===== src/spi_wake_pkg.sv =====
// Contract
// Client only, four wires, never drives clock
// Serial clock at most 10 MHz
// Clock idles low, sample rise, drive fall
// 16-clock command/response frame, even parity
// Host frames reach the whole memory map
// Eight 8-bit port registers
// Key sequence enables serial test mode
// Wake low enables port, stays running
// Met condition sets flag, supply, pulse
// Stay running while host transfers continue
// Host reads status first, then details
// Host acknowledges by writing acknowledge bit
// Data-ready and measurement pulses separately enabled
// Commanded 16-bit XOR checksum, compare, notify
// Self-test and firmware pulses need enables
// Low select wakes while port disabled
// Ready output asserted after host wake
// Host pulls ready/interrupt line idle
// Select bounds frame; bad parity changes nothing
// Acknowledge clears flag, then sleep allowed
package spi_wake_pkg;
    // AHB byte offsets
    localparam logic [7:0] A_EVENT_TRIG  = 8'h00;   // W: event causes, starts evaluation
    localparam logic [7:0] A_BLOCK_STATE = 8'h04;   // R: block state
    localparam logic [7:0] A_CKSUM_REF   = 8'h08;   // RW: checksum reference
    localparam logic [7:0] A_SENSOR_STAT = 8'h0c;   // RW: sensor status
    localparam logic [2:0] A_PORT_PAGE   = 3'h1;    // haddr[7:5]: port registers 0x20..0x3c
    // Serial map (6-bit address)
    localparam logic [2:0] S_PORT_PAGE   = 3'h0;    // 0x00..0x07 port registers
    localparam logic       S_PROG_PAGE   = 1'b1;    // 0x20..0x3f program memory
    localparam logic [2:0] P_STATUS      = 3'h0;
    localparam logic [2:0] P_COMMAND     = 3'h1;
    localparam logic [2:0] P_ENABLES     = 3'h2;
    localparam logic [2:0] P_SENSOR      = 3'h3;
    localparam logic [2:0] P_CKSUM_LO    = 3'h4;
    localparam logic [2:0] P_CKSUM_HI    = 3'h5;
    localparam logic [2:0] P_TEST        = 3'h6;
    localparam logic [2:0] P_PERIOD      = 3'h7;
    // Field positions
    localparam int CMD_ACK_BIT   = 0;
    localparam int CMD_CKSUM_BIT = 1;
    // Reset values
    localparam logic [4:0]  ENABLES_RST = 5'h00;
    localparam logic [7:0]  PERIOD_RST  = 8'h00;
    localparam logic [15:0] CKREF_RST   = 16'h0000;
    // Test mode entry keys, written in turn to the test register
    localparam logic [7:0] TM_KEY1 = 8'h4d;
    localparam logic [7:0] TM_KEY2 = 8'hb2;
    // Frame
    localparam logic [4:0] FRAME_BITS = 5'h10;
    localparam logic [4:0] CMD_BITS   = 5'h08;
    localparam int PROG_BYTES = 32;
    localparam int PROG_WORDS = 16;
    // Timing
    localparam int CLK_NS        = 50;
    localparam int SUPPLY_LEAD_NS = 10000;          // Supply ahead of the pulse
    localparam int INT_PULSE_NS   = 5000;           // Interrupt pulse width
    localparam int IDLE_NS        = 100000;         // Quiet time before sleeping
    localparam logic [11:0] SUPPLY_CYC = 12'((SUPPLY_LEAD_NS + CLK_NS - 1) / CLK_NS);
    localparam logic [11:0] PULSE_CYC  = 12'((INT_PULSE_NS + CLK_NS - 1) / CLK_NS);
    localparam logic [11:0] IDLE_CYC   = 12'((IDLE_NS + CLK_NS - 1) / CLK_NS);
    // Power state
    typedef enum logic [2:0] {
        ST_SLEEP  = 3'b000,
        ST_READY  = 3'b001,
        ST_RUN    = 3'b010,
        ST_SUPPLY = 3'b011,
        ST_PULSE  = 3'b100
    } pstate_t;
    // Command byte of a frame
    typedef struct packed {
        logic       write;
        logic [5:0] addr;
        logic       parity;
    } spi_cmd_t;
    // Pulse enables
    typedef struct packed {
        logic supply_en;   // Raise supply before pulse
        logic fw_en;       // Firmware check failure
        logic st_en;       // Self-test failure
        logic meas_en;     // Measurement status not clear
        logic dr_en;       // Data ready
    } enables_t;
endpackage

===== src/host_spi_wake_notify.sv =====
`timescale 1ns/1ps
module host_spi_wake_notify
    import spi_wake_pkg::*;
(
    // Clock and reset
    input  wire logic        hclk,
    input  wire logic        hresetn,
    // AHB-Lite slave
    input  wire logic        hsel,
    input  wire logic [31:0] haddr,
    input  wire logic [1:0]  htrans,
    input  wire logic        hwrite,
    input  wire logic [2:0]  hsize,
    input  wire logic [31:0] hwdata,
    input  wire logic        hready,
    output logic      [31:0] hrdata,
    output logic             hreadyout,
    output logic             hresp,
    // Serial link pins
    input  wire logic        cs_wake_n,
    input  wire logic        sclk,
    input  wire logic        mosi,
    output logic             miso,
    output logic             miso_oe,
    // Host notification pins
    output logic             ready_int_out,
    output logic             supply_enable_out
);
    // Pin synchronisers; stage 0 is read only by stage 1
    // Two flops of delay per edge cap the usable serial clock well below hclk/2
    logic [2:0] sclk_sync;
    logic [1:0] cs_sync;
    logic [1:0] mosi_sync;
    always_ff @(posedge hclk or negedge hresetn) begin
        if (!hresetn) begin
            sclk_sync <= 3'h0;
            cs_sync   <= 2'h3;
            mosi_sync <= 2'h0;
        end else begin
            sclk_sync <= {sclk_sync[1:0], sclk};
            cs_sync   <= {cs_sync[0], cs_wake_n};
            mosi_sync <= {mosi_sync[0], mosi};
        end
    end

    pstate_t     state_reg;                // Power state
    logic        cs_q_reg;                 // Select delayed for edges
    logic [4:0]  bit_cnt_reg;              // Bits taken this frame
    logic [15:0] shin_reg;                 // Incoming frame
    logic [7:0]  shout_reg;                // Outgoing byte
    logic        miso_reg;
    logic        pending_reg;              // event_pending_flag
    logic [4:0]  cause_reg;                // pcd, fw, st, meas, dr
    enables_t    enables_reg;
    logic [7:0]  sensor_status_reg;
    logic [7:0]  sample_period_sel;
    logic [15:0] ckref_reg;
    logic [15:0] ckres_reg;                // Last checksum result
    logic [15:0] ckacc_reg;
    logic [4:0]  ckidx_reg;
    logic        ckbusy_reg;
    logic        test_mode_reg;
    logic        tm_seq_reg;
    logic [11:0] timer_reg;                // Supply lead and pulse width
    logic [11:0] idle_reg;                 // Quiet time in run
    logic [7:0]  prog_mem [PROG_BYTES];    // Program memory bytes
    logic        ah_wr_reg;
    logic [7:0]  ah_addr_reg;

    // Serial edge and frame decode; ignored entirely while asleep
    wire         port_en     = (state_reg != ST_SLEEP);
    wire         cs_low      = ~cs_sync[1];
    wire         frame_start = port_en & cs_q_reg & cs_low;
    wire         frame_end   = port_en & ~cs_q_reg & ~cs_low;
    wire         sclk_rise   = port_en & cs_low & sclk_sync[1] & ~sclk_sync[2];
    wire         sclk_fall   = port_en & cs_low & ~sclk_sync[1] & sclk_sync[2];
    wire spi_cmd_t cmd       = shin_reg[15:8];
    wire         cmd_par_ok  = ~^shin_reg[15:8];
    wire         frm_par_ok  = ~^shin_reg;
    wire         frame_write = frame_end & (bit_cnt_reg == FRAME_BITS) & cmd.write & frm_par_ok;
    wire [7:0]   wdat        = shin_reg[7:0];
    wire         wr_port     = frame_write & (cmd.addr[5:3] == S_PORT_PAGE);
    wire         wr_prog     = frame_write & (cmd.addr[5] == S_PROG_PAGE);
    wire         ack_write   = wr_port & (cmd.addr[2:0] == P_COMMAND) & wdat[CMD_ACK_BIT];
    wire         ck_start    = wr_port & (cmd.addr[2:0] == P_COMMAND) & wdat[CMD_CKSUM_BIT] & ~ckbusy_reg;
    wire         cmd_done    = sclk_rise & (bit_cnt_reg == CMD_BITS - 5'h01);
    wire [15:0]  next_in     = {shin_reg[14:0], mosi_sync[1]};

    // Port registers as seen by both masters
    wire [7:0]   status_byte = {2'h0, cause_reg, pending_reg};
    wire [7:0]   port_rd [8];
    assign port_rd[0] = status_byte;
    assign port_rd[1] = 8'h00;
    assign port_rd[2] = {3'h0, enables_reg};
    assign port_rd[3] = sensor_status_reg;
    assign port_rd[4] = ckres_reg[7:0];
    assign port_rd[5] = ckres_reg[15:8];
    assign port_rd[6] = {7'h00, test_mode_reg};
    assign port_rd[7] = sample_period_sel;
    // Read data for a command, zero on bad parity or a hole in the map
    // At the eighth rise the command byte sits in the low half of the shifter
    wire [5:0]   rd_addr = next_in[6:1];
    wire         rd_par  = ~^next_in[7:0];
    wire [7:0]   spi_rdata = !rd_par ? 8'h00 :
                             rd_addr[5] ? prog_mem[rd_addr[4:0]] :
                             (rd_addr[5:3] == S_PORT_PAGE) ? port_rd[rd_addr[2:0]] : 8'h00;

    // Serial shifter: sample on rise, drive on fall
    always_ff @(posedge hclk or negedge hresetn) begin
        if (!hresetn) begin
            cs_q_reg    <= 1'b1;
            bit_cnt_reg <= 5'h00;
            shin_reg    <= 16'h0000;
            shout_reg   <= 8'h00;
            miso_reg    <= 1'b0;
        end else begin
            cs_q_reg <= ~cs_low;
            if (frame_start) begin
                bit_cnt_reg <= 5'h00;
                shout_reg   <= 8'h00;
                miso_reg    <= 1'b0;
            end else if (sclk_rise) begin
                shin_reg <= next_in;
                if (bit_cnt_reg != FRAME_BITS) begin
                    bit_cnt_reg <= bit_cnt_reg + 5'h01;
                end
                if (cmd_done) begin
                    shout_reg <= spi_rdata;
                end
            end else if (sclk_fall) begin
                miso_reg  <= shout_reg[7];
                shout_reg <= {shout_reg[6:0], 1'b0};
            end
        end
    end
    // Data line driven only inside a frame; the clock is never driven
    assign miso    = miso_reg;
    assign miso_oe = port_en & cs_low;

    // AHB-Lite: zero wait states, always OKAY
    wire         ah_take  = hsel & htrans[1] & hready;
    wire         ah_wdone = ah_wr_reg;
    wire [7:0]   ah_rsel  = haddr[7:0];
    wire [31:0]  ah_rdata =
        (ah_rsel[7]) ? {24'h0, prog_mem[ah_rsel[6:2]]} :
        (ah_rsel[7:5] == A_PORT_PAGE) ? {24'h0, port_rd[ah_rsel[4:2]]} :
        (ah_rsel == A_BLOCK_STATE) ? {24'h0, state_reg, ckres_reg != ckref_reg, ckbusy_reg,
                                      test_mode_reg, port_en, pending_reg} :
        (ah_rsel == A_CKSUM_REF) ? {16'h0, ckref_reg} :
        (ah_rsel == A_SENSOR_STAT) ? {24'h0, sensor_status_reg} : 32'h0;
    wire         trig_wr  = ah_wdone & (ah_addr_reg == A_EVENT_TRIG) & (hwdata[3:0] != 4'h0);
    always_ff @(posedge hclk or negedge hresetn) begin
        if (!hresetn) begin
            ah_wr_reg   <= 1'b0;
            ah_addr_reg <= 8'h00;
            hrdata      <= 32'h0;
        end else begin
            ah_wr_reg   <= ah_take & hwrite;
            ah_addr_reg <= haddr[7:0];
            if (ah_take && !hwrite) begin
                hrdata <= ah_rdata;
            end
        end
    end
    assign hreadyout = 1'b1;
    assign hresp     = 1'b0;

    // Notification: causes gated by their enables, except trigger bit 3 which has none
    wire         ck_fail    = ckbusy_reg & (ckidx_reg == 5'(PROG_WORDS)) & (ckacc_reg != ckref_reg);
    wire         eval_hit   = trig_wr & ((hwdata[0] & enables_reg.dr_en) |
                                         (hwdata[1] & enables_reg.meas_en) |
                                         (hwdata[2] & enables_reg.st_en) |
                                         hwdata[3]);
    wire         notify_req = eval_hit | (ck_fail & enables_reg.fw_en);
    wire         go_supply  = notify_req & enables_reg.supply_en;

    // Flag and configuration registers; a set beats a same-cycle clear
    always_ff @(posedge hclk or negedge hresetn) begin
        if (!hresetn) begin
            pending_reg       <= 1'b0;
            cause_reg         <= 5'h00;
            enables_reg       <= ENABLES_RST;
            sensor_status_reg <= 8'h00;
            sample_period_sel <= PERIOD_RST;
            ckref_reg         <= CKREF_RST;
            test_mode_reg     <= 1'b0;
            tm_seq_reg        <= 1'b0;
        end else begin
            pending_reg <= notify_req | (pending_reg & ~ack_write);
            cause_reg   <= (ack_write ? 5'h00 : cause_reg) |
                           (trig_wr ? {hwdata[3], 1'b0, hwdata[2:0]} : 5'h00) |
                           {1'b0, ck_fail, 3'h0};
            if (wr_port && cmd.addr[2:0] == P_ENABLES) begin
                enables_reg <= enables_t'(wdat[4:0]);
            end
            if (wr_port && cmd.addr[2:0] == P_PERIOD) begin
                sample_period_sel <= wdat;
            end
            if (ah_wdone && ah_addr_reg == A_SENSOR_STAT) begin
                sensor_status_reg <= hwdata[7:0];
            end
            if (ah_wdone && ah_addr_reg == A_CKSUM_REF) begin
                ckref_reg <= hwdata[15:0];
            end
            // Two keys in a row unlock; zero locks again
            if (wr_port && cmd.addr[2:0] == P_TEST) begin
                tm_seq_reg <= (wdat == TM_KEY1);
                if (tm_seq_reg && wdat == TM_KEY2) begin
                    test_mode_reg <= 1'b1;
                end else if (wdat == 8'h00) begin
                    test_mode_reg <= 1'b0;
                end
            end else if (frame_write) begin
                tm_seq_reg <= 1'b0;
            end
        end
    end

    // Program memory: a serial write wins over a same-cycle AHB write
    always_ff @(posedge hclk) begin
        if (wr_prog) begin
            prog_mem[cmd.addr[4:0]] <= wdat;
        end else if (ah_wdone && ah_addr_reg[7]) begin
            prog_mem[ah_addr_reg[6:2]] <= hwdata[7:0];
        end
    end

    // Checksum engine: one 16-bit word a cycle, then compare
    always_ff @(posedge hclk or negedge hresetn) begin
        if (!hresetn) begin
            ckbusy_reg <= 1'b0;
            ckidx_reg  <= 5'h00;
            ckacc_reg  <= 16'h0000;
            ckres_reg  <= 16'h0000;
        end else if (ck_start) begin
            ckbusy_reg <= 1'b1;
            ckidx_reg  <= 5'h00;
            ckacc_reg  <= 16'h0000;
        end else if (ckbusy_reg) begin
            if (ckidx_reg == 5'(PROG_WORDS)) begin
                ckbusy_reg <= 1'b0;
                ckres_reg  <= ckacc_reg;
            end else begin
                ckacc_reg <= ckacc_reg ^ {prog_mem[{ckidx_reg[3:0], 1'b1}],
                                          prog_mem[{ckidx_reg[3:0], 1'b0}]};
                ckidx_reg <= ckidx_reg + 5'h01;
            end
        end
    end

    // Power state: wake, optional supply lead, pulse, then run until quiet
    pstate_t notify_target;
    assign notify_target = go_supply ? ST_SUPPLY : ST_PULSE;
    always_ff @(posedge hclk or negedge hresetn) begin
        if (!hresetn) begin
            state_reg <= ST_SLEEP;
            timer_reg <= 12'h000;
            idle_reg  <= 12'h000;
        end else begin
            // Quiet counter restarts on any select activity
            idle_reg <= (cs_low || state_reg != ST_RUN) ? IDLE_CYC : idle_reg - {11'h0, idle_reg != 12'h0};
            timer_reg <= timer_reg - {11'h0, timer_reg != 12'h0};
            case (state_reg)
                ST_SLEEP, ST_READY, ST_RUN: begin
                    if (notify_req && (state_reg != ST_READY || !frame_start)) begin
                        state_reg <= notify_target;
                        timer_reg <= go_supply ? SUPPLY_CYC - 12'h1 : PULSE_CYC - 12'h1;
                    end else if (state_reg == ST_SLEEP && cs_low) begin
                        state_reg <= ST_READY;
                    end else if (state_reg == ST_READY && frame_start) begin
                        state_reg <= ST_RUN;
                    end else if (state_reg == ST_RUN && !cs_low && idle_reg == 12'h0 && !pending_reg) begin
                        state_reg <= ST_SLEEP;
                    end
                end
                ST_SUPPLY: begin
                    if (timer_reg == 12'h0) begin
                        state_reg <= ST_PULSE;
                        timer_reg <= PULSE_CYC - 12'h1;
                    end
                end
                ST_PULSE: begin
                    if (timer_reg == 12'h0) begin
                        state_reg <= ST_RUN;
                    end
                end
                default: state_reg <= ST_SLEEP;
            endcase
        end
    end
    // Supply rises ahead of the pulse and holds until the event is acknowledged
    assign supply_enable_out = enables_reg.supply_en & pending_reg & port_en;
    assign ready_int_out     = (state_reg == ST_READY) | (state_reg == ST_PULSE);
endmodule


===== config.mk =====
export PLATFORM = sky130hd
export DESIGN_NAME = host_spi_wake_notify
export DESIGN_NICKNAME = d
export VERILOG_FILES = /design/src/spi_wake_pkg.sv /design/src/host_spi_wake_notify.sv
export SDC_FILE = /design/constraint.sdc
export NUM_CORES = 1
export LEC_CHECK = 0
export ABC_AREA = 1
export ABC_CLOCK_PERIOD_IN_PS = 10200
export BUFFER_PORTS_ARGS = -buffer_cell sky130_fd_sc_hd__buf_4
export CAP_MARGIN = 40
export CORE_ASPECT_RATIO = 1.1
export CORE_MARGIN = 1.5
export CORE_UTILIZATION = 30
export CTS_CLUSTER_SIZE = 16
export DETAILED_ROUTE_END_ITERATION = 10
export HOLD_SLACK_MARGIN = 0.02
export PLACE_DENSITY = 0.51
export SETUP_SLACK_MARGIN = 0.3
export SKIP_CTS_REPAIR_TIMING = 1
export SYNTH_ARGS = -nofsm -noshare
export SYNTH_HDL_FRONTEND = slang
export SYNTH_SLANG_ARGS = --single-unit

===== constraint.sdc =====
create_clock -name hclk -period 10.2 [get_ports hclk]
set_clock_uncertainty 0.2 [all_clocks]
set_input_delay 2.04 -clock hclk [delete_from_list [all_inputs] [get_ports hclk]]
set_output_delay 2.04 -clock hclk [all_outputs]
set_load 0.005 [all_outputs]

# After elaboration in Yosys (flattened, before gate mapping)
# Memories as Yosys holds them, arrays and structs flattened.
# Index checks and enable logic that the tools add are counted.
[classes]
add_sub_neg = 4
mul = 0
n_div = 0
n_lt_le_gt_ge = 2
eq_ne = 30
shifts = 0
n_mux = 60
n_bitwise = 54
reduce_logical = 49
[ops]
columns = ["operator", "count"]
rows = [
  ["$mux W16", 7],
  ["$mux W8", 14],
  ["$bmux W8 S3", 2],
  ["$mux W5", 9],
  ["$mux W12", 3],
  ["$and A1 B1 Y1", 35],
  ["$eq A8 B4 Y1 const B", 4],
  ["$ne A16 B16 Y1", 2],
  ["$logic_not A12 Y1", 2],
  ["$pmux W12 S2", 1],
  ["$reduce_bool A12 Y1", 2],
  ["$sub A12 B1 Y12", 2],
  ["$mux W3", 7],
  ["$logic_not A8 Y1", 2],
  ["$mux W1", 16],
  ["$reduce_xnor A16 Y1", 1],
  ["$xor A16 B16 Y16", 1],
  ["$logic_and A1 B1 Y1", 14],
  ["$reduce_and A2 Y1", 6],
  ["$reduce_bool A2 Y1", 6],
  ["$add A5 B1 Y5 const B", 2],
  ["$eq A5 B5 Y1 const B", 2],
  ["$ne A5 B5 Y1 const B", 2],
  ["$eq A3 B1 Y1 const B", 3],
  ["25 further kinds", 54],
]
[totals]
reg_bits = 189
latchBits = 0
ram_bits = 256
romBits = 0
in_bits = 77
out_inout_bits = 38
mem_count = 1
[mem_list]
columns = ["name", "depth", "width", "read_ports", "rd_clocked_by_memory_dff", "write_ports", "line", "text"]
rows = [
  ["prog_mem", 32, 8, 4, 0, 1, "host_spi_wake_notify.sv:66", "logic [7:0] prog_mem [PROG_BYTES];"],
]

# Longest topological paths before layout
# Gate-level depths: netlist of run 1.
[logic_depth]
ltp_word = 12
ltp_mapped = 19
depth_no_buf = 16

# Least setup slack after synthesis of run 1
# Ideal clock, no wire load.
[synth_path]
path_kind = "register to register"
start = "register shin_reg[0]"
end = "memory prog_mem[0][0] (data pin)"
arrival_ps = 3603
t_required_ps = 9546
setup_slack_ps = 5942
stages_incl_launch_ff = 17
period_less_slack_ps = 4258
path_cell_list = "dfrtp_1 -> buf_2 -> inv_1 -> buf_2 -> buf_2 -> buf_2 -> ha_1 -> xnor2_1 -> inv_1 -> nand2_1 -> nand2_1 -> inv_1 -> nand2_4 -> nand4_4 -> nand2_4 -> clkbuf_1 -> o21ai_0"
[synth_via]
elab_chain_cells = 7
[synth_lines]
columns = ["element", "line", "text"]
rows = [
  ["from (decl)", "host_spi_wake_notify.sv:49", "logic [15:0] shin_reg;"],
  ["from (signal assigned)", "host_spi_wake_notify.sv:123", "shin_reg <= next_in;"],
  ["$reduce_xnor A16 Y1", "host_spi_wake_notify.sv:79", "wire frm_par_ok = ~^shin_reg;"],
  ["$and A1 B1 Y1", "host_spi_wake_notify.sv:80", "wire frame_write = frame_end & (bit_cnt_reg == FRAME_BITS) & cmd.write & frm_par_ok;"],
  ["$and A1 B1 Y1", "host_spi_wake_notify.sv:83", "wire wr_prog = frame_write & (cmd.addr[5] == S_PROG_PAGE);"],
  ["$mux W1", "host_spi_wake_notify.sv:221", "if (wr_prog) begin"],
  ["$mux W1 (implied by the code)", "host_spi_wake_notify.sv:224", "prog_mem[ah_addr_reg[6:2]] <= hwdata[7:0];"],
  ["$reduce_or A8 Y1 (no source line)", "n/a", ""],
  ["$mux W8 (no source line) *", "n/a", ""],
  ["to (decl)", "host_spi_wake_notify.sv:66", ""],
]
# Every way passes the cells marked *; elsewhere a longest branch is shown, timed or not.

# Worst setup path after layout of run 1
[layout_path]
start = "register shin_reg[2]"
end = "memory prog_mem[22][1] (enable)"
[layout_via]
elab_chain_cells = 7
[layout_lines]
columns = ["element", "line"]
rows = [
  ["$reduce_xnor A16 Y1 *", "host_spi_wake_notify.sv:79"],
  ["$and A1 B1 Y1 *", "host_spi_wake_notify.sv:80"],
  ["$and A1 B1 Y1 *", "host_spi_wake_notify.sv:83"],
  ["$mux W1", "host_spi_wake_notify.sv:221"],
  ["$mux W1 (implied by the code)", "host_spi_wake_notify.sv:224"],
  ["$reduce_or A8 Y1 (no source line)", "n/a"],
  ["$mux W5 (no source line) / $mux W1 (equally long branches)", "n/a"],
]
# Marked as above.

==> impl_metrics.yaml, run 1 <==
global_routing:
  grtUsageTotal_pct: 23.1
  grt_pass1_wl_mm: 139
  gr-usage-met2_pct: 37.1
  grt_max_degree: 86
  grt_pass1_vias: 20500
  overflow: 0
  antenna_found_initial: 2
  use_met1_pct: 29.1
  use_met3_pct: 4.90
  busiest_layer: "met2"
cts:
  cts_tree: "done"
  clk_pin_slew_ns: 0.07
  cts_max_level: 2
  cts-root-buf: "clkbuf_16"
  insertion_delay_ns: 0.60
  cts_buffers: 49
  cts.sink_count: 429
  clk_path_buf_depth: 3
floorplan:
  num_rows: 108
  core-area_um2: 78600
  io_pins: 115
  die_area_um2: 80800
  die_y_um: 298
  start_util_pct: 30.2
  die_x_um: 271
finish:
  seq_area_um2: 12000
  fillers: 8141
  layout.cells.non_filler: 3899
  multi_input_area_um2: 9980
  diodes: 0
  largest_register_ffs: 256
  nets: 2914
  syn2layout_area_growth_pct: 13.8
  drive_gt1_share_pct: 10.2
timing:
  hold_viol: 0
  post-route-period-util_pct: 48.1
  tightest_slew_ns: 0.941
  tns_ns: 0
  max-slew-margin-rel_pct: 37.2
  fmax_mhz: 204
  rsz0062_at_grt: "no"
  setup_violations: 0
  slew_viol_final: 0
  fin_crit_ns: 4.91
route:
  first_iter_violations: 2457
  via_per_inst: 5.48
  postRouteAntennaNets: 0
  totalWireLength_mm: 94.9
  first_pass_iters: 6
  vias: 21400
  wl_per_cell_um: 24.3
  drc: 0
power:
  leakage_nw: 10.5
  p_per_area_nw_per_um2: 196
  max-vdd-ir-drop_v: 0.000126
yosys:
  synth_top_family_by_area: "compound AO/OA/AOI/OAI gates"
  synth_xor_area_share_pct: 1.70
  synth_edf_count: 256
  yosys_warnings: 0
  ys_seq_elements: 429
  synthArstFlopShare_pct: 40.3
  syn_area_per_cell_um2: 8.47
  synthMuxAreaShare_pct: 0.0474
  yosysTopAreaCellShare_pct: 32.4
  yosys.area_share.simple_pct: 18.9
  synth_area_um2: 23700
  postSynthCellCount: 2803
  ys_top_cells_by_area: "edfxtp_1, dfrtp_1, nand2_1"
  synth_area_leader_cell: "edfxtp_1"
  synth-seq-area-share_pct: 50.6
  synth_compound_gate_area_share_pct: 19.8
  ys_top_cells_by_count: "nand2_1, o21ai_0, inv_1"
  synthAdderAreaFrac_pct: 1.11
  synth_flop_cell: "edfxtp_1"
  synth_cell_types: 55
  yosysMostFrequentCell: "nand2_1"
run_status:
  status: "completed"
place:
  portBuffers: 52
  gp_congestion: 0.905
  placed_cells: 3810
  hpwl_mm: 61.4
critical_path:
  startpoint_type: "register"
  crit_required_ns: 10.30
  end_kind: "register"
  r2r_slack_ns: 5.29
  critical_path_class: "reg2reg"
  path_max_fanout: 44
  critPathArrivalTime_ns: 5.01
hold_path:
  hp-class: "reg2reg"
job:
  cap_viol_max_count: 0
-- cell families after synthesis --
logic type	after synthesis
simple gates	1031
other cells	2
fa+ha+maj	21
xor+xnor	46
mux	1
buf+inv	457
flops	429
compound gates	816
-- cell usage in the layout (no fill, tap or decap), types with 18 or more instances in the layout --
cell type    n
nand3_1    172
o22ai_1     31
edfxtp_1   256
ha_1        21
dfrtp_1    166
xor2_1      26
nor2_1     203
inv_1      257
conb_1      18
a21oi_1    217
a22oi_1     23
o221ai_1    22
o211ai_1    64
nand2_1    546
o2111ai_1   42
o21ai_0    353
buf_4      124
nand4_1     36
xnor2_1     20
clkbuf_16   49
-- power breakdown --
part / total [mW] / internal (mW) / switching [mW] / leakage (nW)
clock: 1.84 / 1.10 / 0.748 / 0.806
combinational: 1.43 / 0.369 / 1.07 / 5.01
sequential: 2.03 / 1.97 / 0.0626 / 4.69
total: 5.31 / 3.43 / 1.88 / 10.5
-- final timing paths --
| path | depth (start not counted) | startpoint | to |
|---|---|---|---|
| worst max-delay path | 15 | shin_reg[2]$_DFFE_PN0P_ | prog_mem[22][1]$_DFFE_PP_ |
| worst min-delay path | 0 | sclk_sync[0]$_DFF_PN0_ | sclk_sync[1]$_DFF_PN0_ |
| worst max register to register | 15 | shin_reg[2]$_DFFE_PN0P_ | prog_mem[22][1]$_DFFE_PP_ |
| worst min register to register | 0 | sclk_sync[0]$_DFF_PN0_ | sclk_sync[1]$_DFF_PN0_ |
| max in group asynchronous | 2 | hresetn | ckref_reg[10]$_DFFE_PN0P_ |
| min in group asynchronous | 1 | hresetn | idle_reg[10]$_DFF_PN0_ |
-- final cells by class --
cell class                      count  share of cell area [%]
Clock buffer                       67                    5.12
Clock inverter                     22                   0.958
Timing Repair Buffer              132                    3.87
Multi-Input combinational cell   1933                    36.9
Sequential cell                   429                    44.5
Tap cell                         1045                    4.84
Inverter                          271                    3.77
-- per-stage QoR --
stage | setup slack, ns | cell area, um2 | power, mW | hold WS (ns) | utilization, %
CTS | 5.33 | 27000 | 5.29 | 0.149 | 34.4
finish | 5.29 | 27000 | 5.31 | 0.145 | 34.4
floorplan | 5.94 | 23800 | 2.87 | 0.131 | -
global route | 5.11 | 27000 | 5.49 | 0.151 | 34.4
detailed placement | 5.30 | 25400 | 3.44 | 0.137 | 32.3
global placement | 5.09 | 25100 | 3.43 | 0.134 | 31.9
-- critical path, cell delays in order, from the launching register on --
cell     delay (ns)
dfrtp_2        0.34
buf_4          0.62
inv_2          0.47
ha_1           0.43
xnor2_1        0.17
nand2_1        0.07
nand2_1        0.11
inv_1          0.08
nand2_4        0.09
nand4_4        0.20
nand2_4        0.39
nand2_1        0.09
nand2_1        0.13
nand3_2        0.32
nor2_1         0.56
buf_4          0.30
-- metal layers --
layer,wire length [um],vias up
li1,-,9719
met1,37100,10100
met2,43200,1194
met3,8990,292
met4,5660,2
met5,13,-
No activity file was read; power rests on OpenSTA's default activity.
==> inputs of run 2 (changes only) <==
--- a/config.mk
+++ b/config.mk
@@ -6,7 +6,7 @@
 export NUM_CORES = 1
 export LEC_CHECK = 0
 export ABC_AREA = 1
-export ABC_CLOCK_PERIOD_IN_PS = 10200
+export ABC_CLOCK_PERIOD_IN_PS = 5000
 export BUFFER_PORTS_ARGS = -buffer_cell sky130_fd_sc_hd__buf_4
 export CAP_MARGIN = 40
 export CORE_ASPECT_RATIO = 1.1
==> constraint.sdc (replaced) <==
create_clock -name hclk -period 5 [get_ports hclk]
set_clock_uncertainty 0.2 [all_clocks]
set_input_delay 1 -clock hclk [delete_from_list [all_inputs] [get_ports hclk]]
set_output_delay 1 -clock hclk [all_outputs]
set_load 0.005 [all_outputs]
==> impl_metrics.yaml, run 2 (same netlist as run 1, synthesis figures left out) <==
place:
  gp_congestion: 0.926
  portBuffers: 52
  hpwl_mm: 62.8
finish:
  nets: 2937
  diodes: 0
  fillers: 8251
  seq_area_um2: 12000
  layout_common_cells: "nand2_1, o21ai_0, inv_1, edfxtp_1, a21oi_1"
  drive_gt1_share_pct: 10.5
  multi_input_area_um2: 9980
  largest_register_ffs: 256
  layout.cells.most_common: "nand2_1"
  syn2layout_area_growth_pct: 14.4
global_routing:
  antenna_found_initial: 2
  grtUsageTotal_pct: 22.6
  grt_pass1_vias: 20200
  grt_pass1_wl_mm: 136
  grt_max_degree: 77
  overflow: 0
critical_path:
  cp_slowest_cell: "dfrtp_2"
  crit_required_ns: 5.30
  critPathArrivalTime_ns: 3.97
  reg2reg_to: "ckacc_reg[9]$_DFFE_PN0P_"
  end_kind: "register"
  worst_path_largest_cell_delay_ns: 0.80
  r2r_slack_ns: 1.33
  r2r-start: "ckidx_reg[1]$_DFFE_PN0P_"
  path_cells: "inv_1, ha_1, nand3_1, nand2_1, inv_1, o21ai_0, xor2_1, nor2_1"
  critPathCapture: "ckacc_reg[9]$_DFFE_PN0P_"
  startpoint_type: "register"
  setup.worst_path.start: "ckidx_reg[1]$_DFFE_PN0P_"
  path_max_fanout: 28
  critical_path_class: "reg2reg"
  r2r_cells: 8
  cp_common_cell: "inv_1"
hold_path:
  hp-class: "in2async"
floorplan:
  die_x_um: 271
  die_area_um2: 80800
  num_rows: 108
  die_y_um: 298
  core-area_um2: 78600
  io_pins: 115
  start_util_pct: 30.2
route:
  wl_per_cell_um: 23.8
  postRouteAntennaNets: 0
  first_pass_iters: 6
  drc: 0
  via_per_inst: 5.50
  totalWireLength_mm: 93.3
  vias: 21500
  first_iter_violations: 2832
timing:
  slew_viol_final: 0
  fin_crit_ns: 3.67
  tightest_slew_ns: 0.889
  rsz0062_at_grt: "no"
  timing.hold.ws_ns: 0.0834
  hold_viol: 0
  tns_ns: 0
  max-slew-margin-rel_pct: 40.8
  setup_violations: 0
  post-route-period-util_pct: 73.4
  fmax_mhz: 273
power:
  leakage_nw: 10.6
  p_per_area_nw_per_um2: 392
  max-vdd-ir-drop_v: 0.000243
cts:
  cts.sink_count: 429
  clk_path_buf_depth: 3
  cts-root-buf: "clkbuf_16"
  insertion_delay_ns: 0.61
  cts_buffers: 47
  cts_tree: "done"
  clk_pin_slew_ns: 0.06
  cts_max_level: 2
run_status:
  status: "completed"
job:
  cap_viol_max_count: 0
[run 2: changes by cell type in the layout (fill, tap and decap cells not counted), moves of 3 or more]
cell	previous run	this run
buf_4	124	144
clkbuf_8	10	4
clkinv_2	8	4
clkbuf_1	9	17
buf_12	0	7
buf_6	4	1
[run 2: worst min-delay path by stage]
stage	slack [ns]	start	cells past startpoint	end
final	0.08	hresetn	1	ah_addr_reg[0]$_DFF_PN0_
after detailed placement	0.14	sclk_sync[0]$_DFF_PN0_	0	sclk_sync[1]$_DFF_PN0_
after floorplan	0.13	mosi_sync[0]$_DFF_PN0_	0	mosi_sync[1]$_DFF_PN0_
after global placement	0.13	mosi_sync[0]$_DFF_PN0_	0	mosi_sync[1]$_DFF_PN0_
after global routing	0.09	hresetn	1	ah_addr_reg[1]$_DFF_PN0_
after CTS	0.07	hresetn	1	ah_addr_reg[1]$_DFF_PN0_
[run 2: metrics by stage]
step           instance area [um2]  total power, mW  worst slack, ns  utilization, %  cells
2_1_floorplan                23800             5.86            0.742               -   2819
3_3_place_gp                 25600             7.08             1.42            32.5   3830
3_5_place_dp                 25700             7.09             1.39            32.6   3835
4_1_cts                      27200             10.6             1.38            34.5   3917
5_1_grt                      27200             11.0             1.18            34.5   3917
6_report                     27200             10.6             1.33            34.5   3917
[run 2: final cells by class]
class / instances / share of cell area [%]
clock buffers: 69 / 4.90
clock inverters: 13 / 0.622
inverters: 271 / 3.75
multi-input cells: 1933 / 36.7
flip-flops and latches: 429 / 44.3
well taps: 1045 / 4.81
repair buffers: 157 / 4.90
[run 2: layer usage]
metal  part of all wire, %  global-route usage (%)  vias up  routed length (um)
met1                    39                    29.0    10200               36400
met2                    45                    36.2     1275               42300
li1                      -                       -     9772                   -
met5                 0.033                       0        -                  31
met3                   9.6                    4.01      288                8960
met4                   5.9                    12.2        4                5530
[run 2: critical path: cells and delay by family (launching register included)]
family | cells | cell delay, ns
flops | 1 | 0.80
fa+ha+maj | 1 | 0.38
compound gates | 1 | 0.32
simple gates | 3 | 0.57
xor+xnor | 1 | 0.21
buf+inv | 2 | 1.07
[run 2: where the power goes]
part | switching [mW] | internal [mW]
Clock | 1.48 | 2.04
Combinational | 2.18 | 0.815
Sequential | 0.114 | 4.01
